File: config.mk
export PLATFORM = sky130hd
export DESIGN_NAME = dcs_channel
export DESIGN_NICKNAME = d
export VERILOG_FILES = /design/src/dcs_pkg.sv /design/src/dcs_addr_step.sv /design/src/dcs_channel.sv
export SDC_FILE = /design/constraint.sdc
export NUM_CORES = 1
export LEC_CHECK = 0
export BUFFER_PORTS_ARGS = -buffer_cell sky130_fd_sc_hd__buf_2
export CAP_MARGIN = 40
export CORE_MARGIN = 4
export CORE_UTILIZATION = 55
export CTS_CLUSTER_SIZE = 30
export DETAILED_ROUTE_END_ITERATION = 7
export GPL_ROUTABILITY_DRIVEN = 0
export HOLD_SLACK_MARGIN = 0.06
export PLACE_DENSITY = 0.83
export SLEW_MARGIN = 10
export SYNTH_ARGS = -nofsm -noshare
export SYNTH_HDL_FRONTEND = slang
export SYNTH_SLANG_ARGS = --single-unit
File: constraint.sdc
create_clock -name clock -period 7.45 [get_ports clock]
set_input_delay 1.8625 -clock clock [delete_from_list [all_inputs] [get_ports clock]]
set_output_delay 1.8625 -clock clock [all_outputs]
set_load 0.02 [all_outputs]
File: src/dcs_pkg.sv
// ==========================================================================
// Shared constants for the channel status and span block.
package dcs_pkg;
  // ==========================================================================
  // Register byte offsets (address bits 7:2 are decoded).
  localparam logic [7:0] DCS_OFF_CTRL = 8'h00;
  localparam logic [7:0] DCS_OFF_COUNT = 8'h04;
  localparam logic [7:0] DCS_OFF_SPANSET = 8'h08;
  localparam logic [7:0] DCS_OFF_IEN = 8'h0C;
  localparam logic [7:0] DCS_OFF_SBASE = 8'h10;
  localparam logic [7:0] DCS_OFF_DBASE = 8'h14;
  localparam logic [7:0] DCS_OFF_STAT = 8'h18;
  localparam logic [7:0] DCS_OFF_CLR = 8'h1C;
  localparam logic [7:0] DCS_OFF_FLAGS = 8'h24;
  localparam logic [7:0] DCS_OFF_SPAN = 8'h34;
  // ==========================================================================
  // Field positions.
  localparam int DCS_FLG_ABORT = 0;
  localparam int DCS_FLG_DONE = 1;
  localparam int DCS_FLG_WRAP_LO = 8;
  localparam int DCS_FLG_IRQ = 31;
  localparam int DCS_IEN_ABORT = 0;
  localparam int DCS_IEN_DONE = 1;
  localparam int DCS_IEN_WRAP = 2;
  localparam int DCS_CTL_START = 0;
  localparam int DCS_CTL_CHRST = 1;
  localparam int DCS_CTL_SMODE = 2;
  localparam int DCS_CTL_DMODE = 4;
  localparam int DCS_CTL_TW = 6;
  localparam int DCS_CTL_WSEL = 8;
  localparam int DCS_STAT_BUSY = 16;
  // ==========================================================================
  // Encodings and reset values.
  localparam logic [3:0] DCS_WRAP_END = 4'h1;
  localparam logic [3:0] DCS_WRAP_HALF = 4'h4;
  localparam logic [31:0] DCS_RST_WORD = 32'h0000_0000;
  localparam logic [1:0] DCS_HTRANS_NONSEQ = 2'h2;
  typedef enum logic [1:0] {DCS_AM_INC, DCS_AM_FIX, DCS_AM_WRAP, DCS_AM_SPAN} dcs_amode_t;
endpackage : dcs_pkg

File: src/dcs_addr_step.sv
`timescale 1ns/1ps
// ==========================================================================
// Next address of one pointer after one transfer unit.
module dcs_addr_step
  import dcs_pkg::*;
(
  input wire logic [31:0] addr, // Present address.
  input wire dcs_pkg::dcs_amode_t mode, // Address mode.
  input wire logic [1:0] tw, // Transfer width: 0 byte, 1 half, 2 word.
  input wire logic [7:0] span, // Signed span step.
  output logic [31:0] nxt // Address for the next unit.
);
  logic [31:0] unit_bytes;
  logic [31:0] span_ext;

  // The span step is sign extended; the unit size never depends on it.
  assign unit_bytes = 32'h0000_0001 << tw;
  assign span_ext = {{24{span[7]}}, span};

  // Wraparound walks upward like increment; the reload is done by the engine.
  always_comb begin
    unique case (mode)
      DCS_AM_FIX: nxt = addr;
      // A misaligned span is passed on unchanged; keeping it aligned is up to software.
      DCS_AM_SPAN: nxt = addr + span_ext;
      default: nxt = addr + unit_bytes;
    endcase
  end
endmodule : dcs_addr_step

File: src/dcs_channel.sv
// Chosen here: the AHB-Lite register port.
`timescale 1ns/1ps
// Function
// Flags bit 31 shows the live level of the channel interrupt output.
// In wrap mode, remaining count reaching zero sets wrap pattern 0001.
// In wrap mode, remaining count at half the programmed count sets 0100.
// A wrap flag bit clears only when software writes one to it.
// Block-done flag is set on completion, zero while running or idle; here it stays set in idle after completion until a one is written.
// Writing one to the block-done bit clears it.
// A bus error response on a read or write sets the abort flag.
// A bus error stops the transfer and returns the engine to idle.
// After an abort software resets the channel and restarts the transfer.
// Abort flag clears on a written one; a written zero does nothing.
// The span field is a signed two's-complement value, -128 to 127.
// A spanned pointer has the signed span added on every transfer.
// Transfer size comes from the width setting, never from the span.
// Software keeps the span a multiple of the transfer width.
// With done enable set, completion raises the interrupt output.
// With wrap enable set, selected wrap events raise the interrupt output.
// Reserved bits read as zero and ignore writes.
module dcs_channel
  import dcs_pkg::*;
#(
  parameter int CNT_W = 16 // Width of the transfer count.
) (
  input wire logic clock, // System clock, 100 MHz.
  input wire logic resetn, // Asynchronous reset, active low.
  input wire logic clk_en, // Freezes all state while low.
  input wire logic hsel, // AHB slave select.
  input wire logic [31:0] haddr, // AHB address.
  input wire logic [1:0] htrans, // AHB transfer type.
  input wire logic hwrite, // AHB write.
  input wire logic [2:0] hsize, // AHB size, word only.
  input wire logic [31:0] hwdata, // AHB write data.
  input wire logic hready, // AHB bus ready.
  output logic hreadyout, // AHB slave ready.
  output logic hresp, // AHB response, always OKAY.
  output logic [31:0] hrdata, // AHB read data.
  output logic irq, // Channel interrupt, level.
  output logic m_req, // Master request, held until acknowledged.
  output logic m_write, // Master request is a write.
  output logic [31:0] m_addr, // Master address.
  output logic [1:0] m_size, // Master unit width.
  output logic [31:0] m_wdata, // Master write data.
  input wire logic [31:0] m_rdata, // Master read data.
  input wire logic m_ack, // Master request completed.
  input wire logic m_err // Completion carried an error response.
);
  typedef enum logic [1:0] {DCS_IDLE, DCS_RD, DCS_WR} dcs_state_t;

  logic ap_wr_q, ap_rd_q, ce;
  logic [7:0] ap_ad_q;
  logic [31:0] hrdata_q, rmux;
  dcs_amode_t smode_q, dmode_q;
  logic [1:0] tw_q, wsel_q;
  logic [CNT_W-1:0] count_q, rem_q, rem_nxt;
  logic [7:0] span_q;
  logic [2:0] ien_q;
  logic [31:0] sbase_q, dbase_q, sadr_q, dadr_q, data_q, sadr_nxt, dadr_nxt;
  dcs_state_t state_q;
  logic abort_q, done_q;
  logic [3:0] wrap_q;
  logic wen, start, chrst, rd_ok, wr_ok, err_evt, end_evt, wrap_act;
  logic wrap_end_set, half_set, done_set;
  logic [31:0] clr_w;
  logic [30:0] unused_bits;

  assign ce = clk_en;
  assign unused_bits = {haddr[31:8], hsize, htrans[0], hwdata[31:29]};

  // ==========================================================================
  // AHB-Lite slave. Zero wait states while enabled; a low enable stretches the
  // data phase so that no write is dropped while the block is frozen.
  assign hreadyout = ce;
  assign hresp = 1'b0;
  assign hrdata = hrdata_q;

  // Address phase capture.
  always_ff @(posedge clock or negedge resetn) begin
    if (!resetn) begin
      ap_wr_q <= 1'b0;
      ap_rd_q <= 1'b0;
      ap_ad_q <= 8'h00;
    end else if (ce && hready) begin
      ap_wr_q <= hsel && htrans == DCS_HTRANS_NONSEQ && hwrite;
      ap_rd_q <= hsel && htrans == DCS_HTRANS_NONSEQ && !hwrite;
      ap_ad_q <= {haddr[7:2], 2'b00};
    end
  end

  assign wen = ce && ap_wr_q;
  assign start = wen && ap_ad_q == DCS_OFF_CTRL && hwdata[DCS_CTL_START];
  assign chrst = wen && ap_ad_q == DCS_OFF_CTRL && hwdata[DCS_CTL_CHRST];
  // Ones written to the flags or clear register clear the matching flags.
  assign clr_w = (wen && (ap_ad_q == DCS_OFF_FLAGS || ap_ad_q == DCS_OFF_CLR)) ? hwdata : DCS_RST_WORD;

  // Read multiplexer; unmapped and reserved bits read as zero.
  always_comb begin
    rmux = DCS_RST_WORD;
    unique case ({haddr[7:2], 2'b00})
      DCS_OFF_CTRL: rmux[9:2] = {wsel_q, tw_q, dmode_q, smode_q};
      DCS_OFF_COUNT: rmux[CNT_W-1:0] = count_q;
      DCS_OFF_SPANSET: rmux[7:0] = span_q;
      DCS_OFF_IEN: rmux[2:0] = ien_q;
      DCS_OFF_SBASE: rmux = sbase_q;
      DCS_OFF_DBASE: rmux = dbase_q;
      DCS_OFF_STAT: rmux[DCS_STAT_BUSY:0] = {state_q != DCS_IDLE, rem_q};
      DCS_OFF_FLAGS: rmux = {irq, 19'h0_0000, wrap_q, 6'h00, done_q, abort_q};
      DCS_OFF_SPAN: rmux[7:0] = span_q;
      default: rmux = DCS_RST_WORD;
    endcase
  end

  // Read data is sampled at the address phase and held through the data phase.
  always_ff @(posedge clock or negedge resetn) begin
    if (!resetn) begin
      hrdata_q <= DCS_RST_WORD;
    end else if (ce && hready && hsel && htrans == DCS_HTRANS_NONSEQ && !hwrite) begin
      hrdata_q <= rmux;
    end
  end

  // ==========================================================================
  // Configuration registers written by software.
  always_ff @(posedge clock or negedge resetn) begin
    if (!resetn) begin
      smode_q <= DCS_AM_INC;
      dmode_q <= DCS_AM_INC;
      tw_q <= 2'h0;
      wsel_q <= 2'h0;
      count_q <= '0;
      span_q <= 8'h00;
      ien_q <= 3'h0;
      sbase_q <= DCS_RST_WORD;
      dbase_q <= DCS_RST_WORD;
    end else if (wen) begin
      unique case (ap_ad_q)
        DCS_OFF_CTRL: begin
          smode_q <= dcs_amode_t'(hwdata[DCS_CTL_SMODE+:2]);
          dmode_q <= dcs_amode_t'(hwdata[DCS_CTL_DMODE+:2]);
          tw_q <= hwdata[DCS_CTL_TW+:2];
          wsel_q <= hwdata[DCS_CTL_WSEL+:2];
        end
        DCS_OFF_COUNT: count_q <= hwdata[CNT_W-1:0];
        DCS_OFF_SPANSET: span_q <= hwdata[7:0];
        DCS_OFF_IEN: ien_q <= hwdata[2:0];
        DCS_OFF_SBASE: sbase_q <= hwdata;
        DCS_OFF_DBASE: dbase_q <= hwdata;
        default: ;
      endcase
    end
  end

  // ==========================================================================
  // Transfer engine: one read then one write per unit.
  dcs_addr_step u_src_step (.addr(sadr_q), .mode(smode_q), .tw(tw_q), .span(span_q), .nxt(sadr_nxt));
  dcs_addr_step u_dst_step (.addr(dadr_q), .mode(dmode_q), .tw(tw_q), .span(span_q), .nxt(dadr_nxt));

  assign rd_ok = ce && state_q == DCS_RD && m_ack && !m_err;
  assign wr_ok = ce && state_q == DCS_WR && m_ack && !m_err;
  assign err_evt = ce && state_q != DCS_IDLE && m_ack && m_err;
  assign rem_nxt = rem_q - 1'b1;
  assign end_evt = wr_ok && rem_nxt == '0;
  assign wrap_act = smode_q == DCS_AM_WRAP || dmode_q == DCS_AM_WRAP;
  assign wrap_end_set = end_evt && wrap_act && wsel_q[0];
  assign half_set = wr_ok && wrap_act && wsel_q[1] && rem_nxt == (count_q >> 1);
  assign done_set = end_evt && !wrap_act;

  assign m_req = state_q != DCS_IDLE;
  assign m_write = state_q == DCS_WR;
  assign m_addr = (state_q == DCS_WR) ? dadr_q : sadr_q;
  assign m_size = tw_q;
  assign m_wdata = data_q;

  // A zero count never starts. A wraparound channel reloads and keeps running.
  always_ff @(posedge clock or negedge resetn) begin
    if (!resetn) begin
      state_q <= DCS_IDLE;
      sadr_q <= DCS_RST_WORD;
      dadr_q <= DCS_RST_WORD;
      rem_q <= '0;
      data_q <= DCS_RST_WORD;
    end else if (ce) begin
      if (chrst || err_evt) begin
        state_q <= DCS_IDLE;
      end else if (start && state_q == DCS_IDLE && count_q != '0) begin
        state_q <= DCS_RD;
        sadr_q <= sbase_q;
        dadr_q <= dbase_q;
        rem_q <= count_q;
      end else if (rd_ok) begin
        data_q <= m_rdata;
        sadr_q <= sadr_nxt;
        state_q <= DCS_WR;
      end else if (wr_ok) begin
        if (end_evt && wrap_act) begin
          sadr_q <= sbase_q;
          dadr_q <= dbase_q;
          rem_q <= count_q;
          state_q <= DCS_RD;
        end else begin
          dadr_q <= dadr_nxt;
          rem_q <= rem_nxt;
          state_q <= end_evt ? DCS_IDLE : DCS_RD;
        end
      end
    end
  end

  // ==========================================================================
  // Sticky flags. A set in the same cycle as a clear wins, so no event is lost.
  // Starting a transfer drops the done flag so it reads zero while running.
  always_ff @(posedge clock or negedge resetn) begin
    if (!resetn) begin
      abort_q <= 1'b0;
      done_q <= 1'b0;
      wrap_q <= 4'h0;
    end else if (ce) begin
      abort_q <= err_evt || (abort_q && !clr_w[DCS_FLG_ABORT]);
      done_q <= done_set || (done_q && !clr_w[DCS_FLG_DONE] && !start);
      wrap_q <= (wrap_end_set ? DCS_WRAP_END : 4'h0) | (half_set ? DCS_WRAP_HALF : 4'h0) |
                (wrap_q & ~clr_w[DCS_FLG_WRAP_LO+:4]);
    end
  end

  // Interrupt line, also visible as bit 31 of the flags register.
  assign irq = (abort_q && ien_q[DCS_IEN_ABORT]) || (done_q && ien_q[DCS_IEN_DONE]) ||
               ((|wrap_q) && ien_q[DCS_IEN_WRAP]);
endmodule : dcs_channel

After elaboration in Yosys (flattened, before gate mapping):

Index checks and enable logic that the tools add are counted.
W data, S select, Z words.

* word-level logic and storage cells: 162
* output and inout bits: 103
* register bits after elaboration: 258

* reduce and logical (&&, ||, !) cells: 71
* equal/unequal tests: 28
* add/subtract/negate cells: 5
* shift operators: 1
* bitwise logic cells: 6
* muxes and demuxes: 31

Operators by type and width (count)
* $mux W32: 9
* $add A32 B32 Y32: 4
* $pmux W32 S2: 2
* $mux W16: 4
* $pmux W15 S3: 1
* $eq A6 B3 Y1 const B: 6
* $logic_and A1 B1 Y1: 35
* $shl A1 B2 Y32 const A: 1
* $pmux W5 S6: 1
* $pmux W6 S5: 1
* $eq A6 B2 Y1 const B: 4
* $eq A6 B4 Y1 const B: 3
* $eq A16 B15 Y1: 1
* $logic_not A16 Y1: 1
* $reduce_bool A16 Y1: 1
* $sub A16 B1 Y16 const B: 1
* $pmux W2 S7: 1
* $reduce_and A2 Y1: 7
* $eq A2 B2 Y1 const B: 6
* $eq A6 B1 Y1 const B: 2
* $mux W12: 1
* $pmux W2 S6: 1
* $reduce_and A5 Y1: 2
* $logic_not A8 Y1: 1
* other kinds (23): 46

Depth between registers and ports, before layout:

Gate-level depths: netlist (run 1).

* depth in word-level cells: 11
* gate-level depth with buffers: 15

Hierarchy:

A second synthesis (run 1) with hierarchy kept.

* cells, all modules: 1775
* area total of the unflattened synthesis: 16422.0 um^2

By module, submodules not included
* dcs_channel: times used 1, area an instance 12630.9 um^2, cells an instance 1155
* dcs_addr_step: times used 2, area an instance 1895.6 um^2, cells an instance 310

Worst setup path after synthesis (run 1):

Ideal clock, no wire load.

* path type: input-to-reg
* start point: input port clk_en
* end point: register dadr_q[5]
* required time: 7.327 ns
* setup slack: 3.338 ns
* library setup time: 0.123 ns
* data arrival time: 3.989 ns
* stages: 11
* path through: clkbuf_1 -> nor4bb_1 -> and4bb_2 -> nand3_1 -> o21ai_0 -> and4b_1 -> clkbuf_1 -> o21ai_2 -> clkbuf_1 -> a211oi_1 -> nor2_1

* word-level cells in the longest chain between the ends: 9

RTL lines
* from (decl): line dcs_channel.sv:28 `input wire logic clk_en,`
* $logic_and A1 B1 Y1 (3 in series): line dcs_channel.sv:160 `assign wr_ok = ce && state_q == DCS_WR && m_ack && !m_err;`
* $logic_and A1 B1 Y1: line dcs_channel.sv:163 `assign end_evt = wr_ok && rem_nxt == '0;`
* $logic_and A1 B1 Y1: line dcs_channel.sv:196 `if (end_evt && wrap_act) begin`
* $mux W32: line dcs_channel.sv:196
* $mux W32: line dcs_channel.sv:195 `end else if (wr_ok) begin`
* $mux W32: line dcs_channel.sv:191 `end else if (rd_ok) begin`
* $mux W32: line dcs_channel.sv:186 `end else if (start && state_q == DCS_IDLE && count_q != '0) begin`
* to (signal assigned): line dcs_channel.sv:189 `dadr_q <= dbase_q;`
* to (signal assigned): line dcs_channel.sv:198 `dadr_q <= dbase_q;`
* to (signal assigned): line dcs_channel.sv:202 `dadr_q <= dadr_nxt;`
* to (decl): line dcs_channel.sv:59 `logic [31:0] sbase_q, dbase_q, sadr_q, dadr_q, data_q, sadr_nxt, dadr_nxt;`

Several ways; a longest one is shown, not always the timed one. The select of a mux whose other input is x is not followed.
A chain may end at the register's enable or synchronous reset.

Final worst setup path (run 1):

* start point: input port clk_en
* end point: register sadr_q[16]

* word-level cells in the longest chain between the ends: 7

RTL lines
* $logic_and A1 B1 Y1, on equally long branches: line dcs_channel.sv:91, dcs_channel.sv:160
* $logic_and A1 B1 Y1, on equally long branches: line dcs_channel.sv:92, dcs_channel.sv:93, dcs_channel.sv:160
* $logic_and A1 B1 Y1, on equally long branches: line dcs_channel.sv:92, dcs_channel.sv:160
* $logic_and A1 B1 Y1, on equally long branches: line dcs_channel.sv:186, dcs_channel.sv:163
* $logic_and A1 B1 Y1, on equally long branches: line dcs_channel.sv:186, dcs_channel.sv:196
* $ne A3 B3 Y1 (no line) or $reduce_bool A3 Y1 (tied branches)
* $reduce_and A5 Y1 (no line)
* to (signal assigned): line dcs_channel.sv:188 `sadr_q <= sbase_q;`
* to (signal assigned): line dcs_channel.sv:193 `sadr_q <= sadr_nxt;`
* to (signal assigned): line dcs_channel.sv:197 `sadr_q <= sbase_q;`
* to (decl): line dcs_channel.sv:59

Several ways; a longest one is shown, not always the timed one.

==> impl_summary.log, run 1 <==
INFO  metric placement_rows = 61
INFO  metric wire_per_inst = around 21 µm
INFO  metric synthCells = 1658
INFO  metric hold_path_class = reg2reg
INFO  metric yosys.area.top_type_share = 40.9%
INFO  metric synth_common_cells = sky130_fd_sc_hd__dfrtp_1 (258), sky130_fd_sc_hd__nand2_1 (182), sky130_fd_sc_hd__mux2_2 (170)
INFO  metric asyncSetResetFlopFracSynth = 100%
INFO  metric yosys.cell_count.top_type = sky130_fd_sc_hd__dfrtp_1
INFO  metric synth_edf_count = 0
INFO  metric clock_pin_slew_on_the_worst_setup_and_hold_paths = 0.07 ns
INFO  metric grt_start_max_net_pins = 144
INFO  metric synth.ff_latch_count = 258
INFO  metric slew_viol_final = 0
INFO  metric dp.cells = between 2000 and 2500
INFO  metric min-delay-start = hrdata[17]
INFO  metric initial_core_util = 56.2%
INFO  metric insertion_delay = 0.54 ns
INFO  metric vdd_ir_drop_max = 165 µV
INFO  metric hold_buffers = 0
INFO  metric hold_end = hrdata[17]
INFO  metric htree_num_levels = 1
INFO  metric post-cts-setup-buffers = 0
INFO  metric clock_skew = 0.0114 ns
INFO  metric number_of_cells_on_the_worst_hold_path = 2
INFO  metric die_area = 31500 µm²
INFO  metric ys_dominant_reg_cell = sky130_fd_sc_hd__dfrtp_1
INFO  metric post-synth-top-area-cell = sky130_fd_sc_hd__dfrtp_1
INFO  metric crit_required = ~8 ns
INFO  metric crit_path_end_kind = flop
INFO  metric final_hold_viol_count = 0
INFO  metric syn_area_per_cell = 9.52 µm²
INFO  metric setup.worst_path.class = in2reg
INFO  metric r2r_cells = 12
INFO  metric cp.arrival = 5.40 ns
INFO  metric cts_max_path_buffers = 3
INFO  metric pwr_density_cell = 166 nW/µm²
INFO  metric first_global_vias = between 10000 and 15000
INFO  metric finalWorstPathRequiredPeriod = 4.94 ns
INFO  metric die_width = around 180 µm
INFO  metric grt.total_usage = 29.1%
INFO  metric area.growth.synth_to_final = 13.5%
INFO  metric max_clock_freq = 0.202 GHz
INFO  metric synth.area.top_cells = sky130_fd_sc_hd__dfrtp_1 (41%), sky130_fd_sc_hd__mux2_2 (12%), sky130_fd_sc_hd__ha_1 (5.1%)
INFO  metric r2r_end = sadr_q[25]
INFO  metric syn_area = 15800 µm²
INFO  metric setup_slack_of_the_most_critical_reg_to_reg_path = 2.84 ns
INFO  metric crit_fanout = 47
INFO  metric layout_cells_sized_above_1 = 24.4%
INFO  metric layout_worst_path_cycle_share = 66.3%
INFO  metric finalSetupViolCount = 0
INFO  metric grt_first_pass_wirelength = between 70000 and 80000 µm
INFO  metric numCtsBuffers = 27
INFO  metric critical_path.startpoint_type = primary input
INFO  metric cts_root_buffer = sky130_fd_sc_hd__clkbuf_16
INFO  metric floorplan.io_pins = ~210
INFO  metric post_syn_nets = 1833
INFO  metric outcome = finished, final reports clean
INFO  metric ys_types = 80
INFO  metric maxSlewHeadroom = 35.0%
INFO  metric finalNetCount = about 2000
INFO  metric power.static_leakage = 8.89 nW
INFO  metric cts_repair_resize_count = 0
INFO  metric initialDrtViolationCount = 1454
INFO  metric hold_slack = 0.472 ns
INFO  metric drt-vias-per-instance = around 6.5
INFO  metric antenna_cells = 0
INFO  metric globalRoute.totalOverflow = 0
INFO  metric setup_repair_after_global_routing_missed_its_margin = no
INFO  metric hpwl = 33800 µm
INFO  metric max_cap_viols = 0
INFO  metric cts_sinks = 258
INFO  metric drt_antenna_net_count = 0
INFO  metric reg2reg_start = smode_q[0]
INFO  metric grt_antenna_before_repair = 1
INFO  metric synth.yosys.seq_area_share = 40.9%
INFO  metric tritoncts = built
INFO  metric final_cell_count_no_fill = 2190
INFO  metric drc_errors = 0
INFO  metric yosysWarningCount = 0
INFO  metric detail_route.wirelength = 46500 µm
INFO  metric port_buffers = between 150 and 200
INFO  metric vias = 14100
INFO  metric worst_slew_pin_slew = 0.972 ns
INFO  metric drtPass1Iterations = 6
INFO  metric setup_tns = 0 ns
INFO  metric core-area = approximately 28000 µm²
INFO  metric die-height = 177 µm
-- where the power goes --
part / internal, mW / total (mW) / switching [mW]
clock: 0.779 / 1.35 / 0.570
sequential: 1.43 / 1.46 / 0.0341
combinational: 0.0612 / 0.157 / 0.0956
total: 2.27 / 2.97 / 0.700
-- worst max path at each step --
stage / startpoint / end / slack (ns) / cells after the start
floorplan: clk_en / dadr_q[5] / 3.34 / 11
global placement: clk_en / sadr_q[26] / 2.15 / 10
detailed placement: clk_en / sadr_q[26] / 2.05 / 10
CTS: clk_en / sadr_q[26] / 2.58 / 10
global route: clk_en / sadr_q[28] / 2.28 / 10
finish: clk_en / sadr_q[16] / 2.51 / 10
-- critical path, cell delays in order --
cell	delay, ns
sky130_fd_sc_hd__buf_2	0.22
sky130_fd_sc_hd__nor4bb_1	0.46
sky130_fd_sc_hd__and4bb_2	0.58
sky130_fd_sc_hd__nand3_1	0.20
sky130_fd_sc_hd__nor2_1	0.18
sky130_fd_sc_hd__a21o_4	0.45
sky130_fd_sc_hd__o2111a_2	0.87
sky130_fd_sc_hd__buf_4	0.33
sky130_fd_sc_hd__nor2_1	0.06
sky130_fd_sc_hd__a31oi_1	0.14
-- per-layer routing --
| metal | share of wire (%) | vias up | global-route usage (%) |
|---|---|---|---|
| met2 | 45 | 788 | 45.6 |
| met3 | 10 | 142 | 5.50 |
| met4 | 4.1 | 2 | 10.7 |
| li1 | - | 6340 | - |
| met1 | 40 | 6874 | 40.6 |
| met5 | 0.041 | - | 0 |
-- final cells by class --
class                      count  area, µm²
fill                        2277      10200
timing repair buffer         203       1150
clock inverter                12        114
clock buffer                  35        756
tap                          378        473
inverter                      15       56.3
sequential                   258       6460
multi-input combinational   1289       8920
-- sequential cells by signal (all words and copies together), names as in the netlist, 3 cells and up --
register	cells
hrdata	32
ien_q	3
sbase_q	32
span_q	8
sadr_q	32
m_wdata	32
count_q	16
wrap_q	4
ap_ad_q	6
dbase_q	32
rem_q	16
dadr_q	32
-- cells in the final DEF (no fill, tap or decap), types with 7 or more instances in the layout --
cell,n
sky130_fd_sc_hd__o21a_1,16
sky130_fd_sc_hd__inv_1,15
sky130_fd_sc_hd__mux2i_1,33
sky130_fd_sc_hd__a21oi_1,115
sky130_fd_sc_hd__o21ai_0,153
sky130_fd_sc_hd__a21o_1,37
sky130_fd_sc_hd__a211oi_1,10
sky130_fd_sc_hd__buf_2,182
sky130_fd_sc_hd__or3_1,8
sky130_fd_sc_hd__nor2b_1,12
sky130_fd_sc_hd__a31oi_1,25
sky130_fd_sc_hd__and3_1,10
sky130_fd_sc_hd__nor2_1,125
sky130_fd_sc_hd__xor2_1,36
sky130_fd_sc_hd__nand4_1,17
sky130_fd_sc_hd__and2_1,9
sky130_fd_sc_hd__clkbuf_16,27
sky130_fd_sc_hd__nor3_1,23
sky130_fd_sc_hd__buf_4,14
sky130_fd_sc_hd__o31ai_1,7
sky130_fd_sc_hd__nand2b_1,9
sky130_fd_sc_hd__nor4_1,13
sky130_fd_sc_hd__clkinv_2,9
sky130_fd_sc_hd__mux2_2,170
sky130_fd_sc_hd__ha_1,64
sky130_fd_sc_hd__nand2_1,181
sky130_fd_sc_hd__nand3b_1,8
sky130_fd_sc_hd__xnor2_1,34
sky130_fd_sc_hd__a221oi_1,11
sky130_fd_sc_hd__dfrtp_1,258
sky130_fd_sc_hd__a22oi_1,24
sky130_fd_sc_hd__nand3_1,29
-- per-stage QoR --
step / instance area (µm²) / power [mW] / utilization (%) / worst slack, ns
2_1_floorplan: 15800 / 1.55 / - / 3.34
3_3_place_gp: 16900 / 1.64 / 60.3 / 2.15
3_5_place_dp: 17100 / 1.64 / 60.7 / 2.05
4_1_cts: 17900 / 2.99 / 63.8 / 2.58
5_1_grt: 17900 / 3.06 / 63.8 / 2.28
6_report: 17900 / 2.97 / 63.8 / 2.51
-- logic make-up (layout without fill, tap and decap cells) --
logic type | after synthesis | in the layout | synth area share, %
adder cells (fa/ha/maj) | 66 | 66 | 5.32
AND/OR/NAND/NOR | 486 | 486 | 14.7
XOR/XNOR | 70 | 70 | 3.88
flip-flops | 258 | 258 | 40.9
other | 1 | 1 | 0.0237
multiplexers | 204 | 204 | 14.3
AO/OA/AOI/OAI | 462 | 462 | 18.0
buffers and inverters | 111 | 265 | 2.88
Note: power is estimated with default switching activity, not from simulation.
==> inputs of run 2 (changes only) <==
==> constraint.sdc (replaced) <==
create_clock -name clock -period 4.7 [get_ports clock]
set_input_delay 1.175 -clock clock [delete_from_list [all_inputs] [get_ports clock]]
set_output_delay 1.175 -clock clock [all_outputs]
set_load 0.02 [all_outputs]
==> run 2 against run 1 <==
Sequential power up 59%; cell area up 1.0%; critical endpoint is now sadr_q[31]; setup slack worse by 1.9 ns; highest routed layer is now met4; clock skew rose by 0.0048 ns.
==> impl_summary.log, run 2 (same netlist as run 1, synthesis figures left out) <==
INFO  metric worst_slew_pin_slew = 0.811 ns (was 0.972 ns)
INFO  metric dp_worst_setup_slack = 0.722 ns (was 2.05 ns)
INFO  metric die_width = 177 µm (unchanged)
INFO  metric hpwl = 34000 µm (was 33800 µm)
INFO  metric insertion_delay = 0.55 ns (was 0.54 ns)
INFO  metric slew_viol_final = 0 (unchanged)
INFO  metric globalRoute.totalOverflow = 0 (unchanged)
INFO  metric post-cts-setup-buffers = 0 (unchanged)
INFO  metric wire_per_inst = 21.2 µm (about the same)
INFO  metric maxSlewHeadroom = 45.4% (was 35.0%)
INFO  metric drc_errors = 0 (unchanged)
INFO  metric crit_required = 5.12 ns (was 7.91 ns)
INFO  metric finalSetupViolCount = 0 (unchanged)
INFO  metric power.static_leakage = 8.99 nW (was 8.89 nW)
INFO  metric detail_route.wirelength = 46800 µm (was 46500 µm)
INFO  metric drt-vias-per-instance = 6.39 (was 6.46)
INFO  metric cts_sinks = 258 (unchanged)
INFO  metric grt_antenna_before_repair = 0 (was 1)
INFO  metric numCtsBuffers = 28 (was 27)
INFO  metric cts_root_buffer = sky130_fd_sc_hd__clkbuf_16 (unchanged)
INFO  metric initial_core_util = 56.2% (unchanged)
INFO  metric crit_path_end_kind = flop (unchanged)
INFO  metric final_hold_viol_count = 0 (unchanged)
INFO  metric finalWorstPathRequiredPeriod = 4.06 ns
INFO  metric final_common_cell = sky130_fd_sc_hd__dfrtp_1 (unchanged)
INFO  metric core-area = 28100 µm² (unchanged)
INFO  metric layout_worst_path_cycle_share = approximately 86%
INFO  metric pwr_density_cell = 269 nW/µm² (was 166 nW/µm²)
INFO  metric setup.worst_path.class = reg2reg (was in2reg)
INFO  metric clock_skew = 0.0162 ns (was 0.0114 ns)
INFO  metric cts_max_path_buffers = 3 (unchanged)
INFO  metric crit_fanout = 9 (was 47)
INFO  metric first_global_vias = 13900 (was 13600)
INFO  metric area.growth.synth_to_final = 14.7% (was 13.5%)
INFO  metric critical_path.startpoint_type = flop (was primary input)
INFO  metric die-height = 177 µm (unchanged)
INFO  metric layout.cells.most_common_list = sky130_fd_sc_hd__dfrtp_1 (258), sky130_fd_sc_hd__nand2_1 (181), sky130_fd_sc_hd__buf_2 (181) (was sky130_fd_sc_hd__dfrtp_1 (258), sky130_fd_sc_hd__buf_2 (182), sky130_fd_sc_hd__nand2_1 (181))
INFO  metric cp.arrival = 4.48 ns (was 5.40 ns)
INFO  metric vias = 14100 (about the same)
INFO  metric antenna_cells = 0 (unchanged)
INFO  metric setup_repair_after_global_routing_missed_its_margin = no (unchanged)
INFO  metric tritoncts = built (unchanged)
INFO  metric layout_cells_sized_above_1 = 25.2% (was 24.4%)
INFO  metric drt_antenna_net_count = 0 (unchanged)
INFO  metric placement_rows = 61 (unchanged)
INFO  metric fin_ws = 0.636 ns (was 2.51 ns)
INFO  metric htree_num_levels = 1 (unchanged)
INFO  metric clock_pin_slew_on_the_worst_setup_and_hold_paths = 0.06 ns (was 0.07 ns)
INFO  metric drtPass1Iterations = 6 (unchanged)
INFO  metric grt_first_pass_wirelength = 73900 µm (about the same)
INFO  metric grt_start_max_net_pins = 92 (was 144)
INFO  metric vdd_ir_drop_max = 214 µV (was 165 µV)
INFO  metric grt.total_usage = 29.1% (about the same)
INFO  metric floorplan.io_pins = 212 (unchanged)
INFO  metric outcome = finished, final reports clean (unchanged)
INFO  metric fillCellCount = 2249 (was 2277)
INFO  metric finalNetCount = 1984 (was 1969)
INFO  metric setup_tns = 0 ns (unchanged)
INFO  metric hold_path_class = reg2reg (unchanged)
INFO  metric max_clock_freq = roughly 0.25 GHz
INFO  metric hold_buffers = 0 (unchanged)
INFO  metric max_cap_viols = 0 (unchanged)
INFO  metric final_util = 64.5% (was 63.8%)
INFO  metric cts_repair_resize_count = 0 (unchanged)
INFO  metric port_buffers = 181 (unchanged)
INFO  metric initialDrtViolationCount = 1574 (was 1454)
INFO  metric die_area = 31500 µm² (unchanged)
==> run 2: layout make-up <==
cell class	count	area, µm²	share of cell area (%)
Tap cell	378	473	2.61
Timing Repair Buffer	217	1240	6.83
Inverter	15	56.3	0.311
Multi-Input combinational cell	1289	8920	49.3
Clock buffer	41	871	4.81
Sequential cell	258	6460	35.6
Clock inverter	9	98.8	0.546
==> run 2: critical path, stage by stage (launching register included) <==
cell and delay (ns):
sky130_fd_sc_hd__dfrtp_1 0.43, sky130_fd_sc_hd__and2_1 0.28, sky130_fd_sc_hd__o21ai_0 0.48, sky130_fd_sc_hd__ha_1 0.28
sky130_fd_sc_hd__a211oi_1 0.07, sky130_fd_sc_hd__o21ai_0 0.42, sky130_fd_sc_hd__a41oi_1 0.25, sky130_fd_sc_hd__o21ai_0 0.48
sky130_fd_sc_hd__a221oi_1 0.18, sky130_fd_sc_hd__buf_4 0.20, sky130_fd_sc_hd__o31a_1 0.29, sky130_fd_sc_hd__or3_1 0.39
sky130_fd_sc_hd__nand4_1 0.12, sky130_fd_sc_hd__nand3_1 0.08
==> run 2: power by group <==
part	switching (mW)	leakage (nW)	internal, mW
Sequential	0.0559	3.56	2.27
Combinational	0.151	4.95	0.101
Clock	0.914	0.487	1.38
==> run 2: metal layers <==
metal  vias to the layer above  GRT usage (%)  routed length (µm)
li1                       6345              -                   -
met5                         -              0                   0
met4                         0           10.9                1800
met1                      6836           40.6               18900
met3                       122           5.79                4990
met2                       789           45.1               21100
==> run 2: path summary, 6_finish.rpt <==
| check | cells after the start | startpoint | slack [ns] | to |
|---|---|---|---|---|
| min | 2 | hrdata[19] | 0.47 | hrdata[19] |
| min reg2reg | 2 | hrdata[19] | 0.47 | hrdata[19] |
| max | 13 | smode_q[1] | 0.64 | sadr_q[31] |
| min in group asynchronous | 1 | resetn | 0.61 | hrdata[0] |
| max in group asynchronous | 2 | resetn | 3.13 | rem_q[13] |
| max reg2reg | 13 | smode_q[1] | 0.64 | sadr_q[31] |
==> run 2: through the flow <==
stage          power (mW)  std cells  cell area (µm²)  hold slack [ns]
3_5_place_dp         2.61       2157            17100            0.455
6_report             4.87       2207            18100            0.469
2_1_floorplan        2.46       1658            15800            0.442
5_1_grt              5.02       2207            18100            0.507
3_3_place_gp         2.60       2152            17100            0.459
4_1_cts              4.89       2207            18100            0.475
==> inputs of run 3 (changes only) <==
--- a/config.mk
+++ b/config.mk
@@ -5,6 +5,7 @@
 export SDC_FILE = /design/constraint.sdc
 export NUM_CORES = 1
 export LEC_CHECK = 0
+export ABC_AREA = 1
 export BUFFER_PORTS_ARGS = -buffer_cell sky130_fd_sc_hd__buf_2
 export CAP_MARGIN = 40
 export CORE_MARGIN = 4
@@ -13,7 +14,7 @@
 export DETAILED_ROUTE_END_ITERATION = 7
 export GPL_ROUTABILITY_DRIVEN = 0
 export HOLD_SLACK_MARGIN = 0.06
-export PLACE_DENSITY = 0.83
+export PLACE_DENSITY = 0.82
 export SLEW_MARGIN = 10
 export SYNTH_ARGS = -nofsm -noshare
 export SYNTH_HDL_FRONTEND = slang
==> run 3 against run 2 <==
Cell area grew 4.3%; register-to-register slack better by 0.79 ns; synthesized area is 5.6% higher; setup slack improved by 0.75 ns; flip-flop and latch count is the same; critical endpoint is now dadr_q[0]; total power up 54%; wire length up 12%; synthesized cell count grew 47%; via count rose by 23%; sequential share of layout area decreased by 1.5 points; clock power fell by 4%.
==> impl_summary.log, run 3 <==
INFO  metric outcome = finished, final reports clean (unchanged)
INFO  metric grt_start_max_net_pins = 96 (was 92)
INFO  metric syn_area_per_cell = 6.85 µm² (was 9.52 µm²)
INFO  metric synth.area.top_cells = sky130_fd_sc_hd__dfrtp_1 (39%), sky130_fd_sc_hd__nand2_1 (21%), sky130_fd_sc_hd__o21ai_0 (6.2%) (was sky130_fd_sc_hd__dfrtp_1 (41%), sky130_fd_sc_hd__mux2_2 (12%), sky130_fd_sc_hd__ha_1 (5.1%))
INFO  metric finalSetupViolCount = 0 (unchanged)
INFO  metric dp_worst_setup_slack = 0.929 ns (was 0.722 ns)
INFO  metric yosysWarningCount = 0 (unchanged)
INFO  metric max_cap_viols = 0 (unchanged)
INFO  metric core-area = 29800 µm² (was 28100 µm²)
INFO  metric layout_worst_path_cycle_share = 70.4% (was 86.5%)
INFO  metric hold_path_class = reg2reg (unchanged)
INFO  metric worst_slew_pin_slew = 0.894 ns (was 0.811 ns)
INFO  metric maxSlewHeadroom = 40.3% (was 45.4%)
INFO  metric syn_area = 16700 µm² (was 15800 µm²)
INFO  metric seq_area = 6460 µm² (unchanged)
INFO  metric dp.cells = 2948 (was 2157)
INFO  metric crit_path_end_kind = flop (unchanged)
INFO  metric layout.cells.most_common_list = sky130_fd_sc_hd__nand2_1 (953), sky130_fd_sc_hd__dfrtp_1 (258), sky130_fd_sc_hd__inv_1 (237) (was sky130_fd_sc_hd__dfrtp_1 (258), sky130_fd_sc_hd__nand2_1 (181), sky130_fd_sc_hd__buf_2 (181))
INFO  metric port_buffers = 181 (unchanged)
INFO  metric drtPass1Iterations = 6 (unchanged)
INFO  metric crit_required = 5.13 ns (was 5.12 ns)
INFO  metric yosys.cell_count.top_type = sky130_fd_sc_hd__nand2_1 (was sky130_fd_sc_hd__dfrtp_1)
INFO  metric cts_max_path_buffers = 3 (unchanged)
INFO  metric finalNetCount = 2763 (was 1984)
INFO  metric multi_input_area = 8930 µm² (was 8920 µm²)
INFO  metric crit_fanout = 56 (was 9)
INFO  metric post-synth-top-area-cell = sky130_fd_sc_hd__dfrtp_1 (unchanged)
INFO  metric post-cts-setup-buffers = 0 (unchanged)
INFO  metric final_cell_count_no_fill = 2999 (was 2207)
INFO  metric min-delay-start = m_wdata[31] (was hrdata[19])
INFO  metric hpwl = 39500 µm (was 34000 µm)
INFO  metric r2r_cells = 17 (was 13)
INFO  metric numCtsBuffers = 28 (unchanged)
INFO  metric synthCells = 2434 (was 1658)
INFO  metric cts_repair_resize_count = 0 (unchanged)
INFO  metric setup_crit_start = clk_en (was smode_q[1])
INFO  metric drt_antenna_net_count = 0 (unchanged)
INFO  metric cp.arrival = 3.74 ns (was 4.48 ns)
INFO  metric grt_antenna_before_repair = 1 (was 0)
INFO  metric tritoncts = built (unchanged)
INFO  metric setup_slack_of_the_most_critical_reg_to_reg_path = 1.43 ns (was 0.64 ns)
INFO  metric ys_types = 50 (was 80)
INFO  metric power.static_leakage = 10.0 nW (was 8.99 nW)
INFO  metric setup.worst_path.class = in2reg (was reg2reg)
INFO  metric grt.total_usage = 30.9% (was 29.1%)
INFO  metric setup_tns = 0 ns (unchanged)
INFO  metric r2r_end = sadr_q[20] (was sadr_q[31])
INFO  metric reg2reg_start = rem_q[0] (was smode_q[1])
INFO  metric floorplan.io_pins = 212 (unchanged)
INFO  metric drt-vias-per-instance = 5.80 (was 6.39)
INFO  metric initial_core_util = 56.0% (was 56.2%)
INFO  metric cts_root_buffer = sky130_fd_sc_hd__clkbuf_16 (unchanged)
INFO  metric vias = 17400 (was 14100)
INFO  metric cts_sinks = 258 (unchanged)
INFO  metric area.growth.synth_to_final = 13.4% (was 14.7%)
INFO  metric die-height = 182 µm (was 177 µm)
INFO  metric fin_ws = 1.39 ns (was 0.636 ns)
INFO  metric pwr_density_cell = 396 nW/µm² (was 269 nW/µm²)
INFO  metric hold_buffers = 0 (unchanged)
INFO  metric vdd_ir_drop_max = 383 µV (was 214 µV)
INFO  metric placement_rows = 63 (was 61)
INFO  metric final_common_cell = sky130_fd_sc_hd__nand2_1 (was sky130_fd_sc_hd__dfrtp_1)
INFO  metric critical_path.startpoint_type = primary input (was flop)
INFO  metric layout_cells_sized_above_1 = 11.0% (was 25.2%)
INFO  metric clock_skew = 0.0242 ns (was 0.0162 ns)
INFO  metric htree_num_levels = 1 (unchanged)
INFO  metric synth.ff_latch_count = 258 (unchanged)
INFO  metric yosys.area.top_type_share = 38.7% (was 40.9%)
INFO  metric finalWorstPathRequiredPeriod = 3.31 ns (was 4.06 ns)
INFO  metric drc_errors = 0 (unchanged)
INFO  metric hold_slack = 0.466 ns (was 0.469 ns)
INFO  metric antenna_cells = 0 (unchanged)
INFO  metric synth_edf_count = 0 (unchanged)
INFO  metric asyncSetResetFlopFracSynth = 100% (unchanged)
INFO  metric insertion_delay = 0.56 ns (was 0.55 ns)
INFO  metric globalRoute.totalOverflow = 0 (unchanged)
INFO  metric clock_pin_slew_on_the_worst_setup_and_hold_paths = 0.06 ns (about the same)
INFO  metric detail_route.wirelength = 52600 µm (was 46800 µm)
INFO  metric synth_common_cells = sky130_fd_sc_hd__nand2_1 (954), sky130_fd_sc_hd__dfrtp_1 (258), sky130_fd_sc_hd__inv_1 (237) (was sky130_fd_sc_hd__dfrtp_1 (258), sky130_fd_sc_hd__nand2_1 (182), sky130_fd_sc_hd__mux2_2 (170))
INFO  metric first_global_vias = 16900 (was 13900)
INFO  metric final_design_area_no_fill = 18900 µm² (was 18100 µm²)
INFO  metric number_of_cells_on_the_worst_hold_path = 2 (unchanged)
INFO  metric grt_first_pass_wirelength = 84800 µm (was 73900 µm)
INFO  metric final_hold_viol_count = 0 (unchanged)
INFO  metric wire_per_inst = 17.5 µm (was 21.2 µm)
INFO  metric die_width = 182 µm (was 177 µm)
INFO  metric setup_repair_after_global_routing_missed_its_margin = no (unchanged)
INFO  metric die_area = 33200 µm² (was 31500 µm²)
INFO  metric ys_dominant_reg_cell = sky130_fd_sc_hd__dfrtp_1 (unchanged)
INFO  metric slew_viol_final = 0 (unchanged)
INFO  metric synth.yosys.seq_area_share = 38.7% (was 40.9%)
INFO  metric post_syn_nets = 2609 (was 1833)
INFO  metric fillCellCount = 2665 (was 2249)
INFO  metric placed_cell_areas = 18000 µm² (was 17100 µm²)
INFO  metric initialDrtViolationCount = 1920 (was 1574)
INFO  metric hold_end = m_wdata[31] (was hrdata[19])
INFO  metric max_clock_freq = 0.302 GHz (was 0.246 GHz)
==> run 3: changes by cell type in the layout (fill, tap and decap cells not counted), sizes merged, moves of 13 or more <==
cell,previous run,this run
nand3,30,164
nor2,125,140
a21o,38,5
nor2b,13,0
mux2,171,2
o21ai,154,229
a21oi,115,74
nand2,182,958
xor2,36,22
a31oi,25,2
mux2i,33,0
o22ai,6,23
inv,15,249
==> run 3: cell families after synthesis <==
kind of cell               synth area share, %
other                                   0.0225
buffers and inverters                     7.77
adders and majority gates                 5.04
DFF                                       38.7
and+or+nand+nor                           33.0
muxes                                    0.135
xor gates and xnor gates                  2.42
AOI/OAI and AO/OA                         12.9
==> run 3: final cells by class <==
type	count	area share [%]
Clock buffer	37	4.04
Tap cell	390	2.58
Clock inverter	14	0.781
Timing Repair Buffer	207	6.22
Inverter	249	4.95
Sequential cell	258	34.2
Multi-Input combinational cell	1844	47.3
==> run 3: per-stage QoR <==
stage,util [%],power [mW]
detailed placement,60.4,5.24
floorplan,-,4.53
finish,63.4,7.48
global route,63.4,7.91
CTS,63.4,7.46
global placement,60.1,5.14
==> run 3: routing by layer <==
| layer | track usage, % | vias to the layer above | share of wire (%) | routed length [µm] |
|---|---|---|---|---|
| met4 | 13.6 | 2 | 5.2 | 2750 |
| met1 | 39.6 | 8001 | 39 | 20300 |
| met3 | 5.50 | 215 | 9.6 | 5040 |
| met2 | 51.4 | 987 | 47 | 24500 |
| met5 | 0 | - | 0.025 | 13 |
| li1 | - | 8189 | - | - |
==> run 3: worst max-delay path by stage <==
stage / endpoint / slack [ns]
after floorplan: sadr_q[14] / 1.76
after global placement: rem_q[15] / 0.98
after detailed placement: dadr_q[0] / 0.93
after CTS: m_addr[12] / 1.47
after global routing: dadr_q[0] / 1.13
final: dadr_q[0] / 1.39
==> run 3: report_power, final <==
group / switching, mW / internal (mW) / leakage (nW)
clock: 0.951 / 1.26 / 0.439
combinational: 1.58 / 0.813 / 6.10
sequential: 0.310 / 2.57 / 3.46
total: 2.84 / 4.64 / 10.0
==> run 3: worst max-delay path, cell delays in order <==
cell                      delay (ns)
sky130_fd_sc_hd__buf_2          0.19
sky130_fd_sc_hd__nand2_1        0.12
sky130_fd_sc_hd__inv_2          0.10
sky130_fd_sc_hd__nand2_1        0.09
sky130_fd_sc_hd__nor2_4         0.37
sky130_fd_sc_hd__inv_2          0.08
sky130_fd_sc_hd__o21ai_0        0.32
sky130_fd_sc_hd__inv_1          0.12
sky130_fd_sc_hd__nand2_1        0.21
sky130_fd_sc_hd__nor2_4         0.11
sky130_fd_sc_hd__nand2_1        0.09
sky130_fd_sc_hd__buf_4          0.48
sky130_fd_sc_hd__inv_1          0.12
sky130_fd_sc_hd__nand2_1        0.09
sky130_fd_sc_hd__nand2_1        0.05
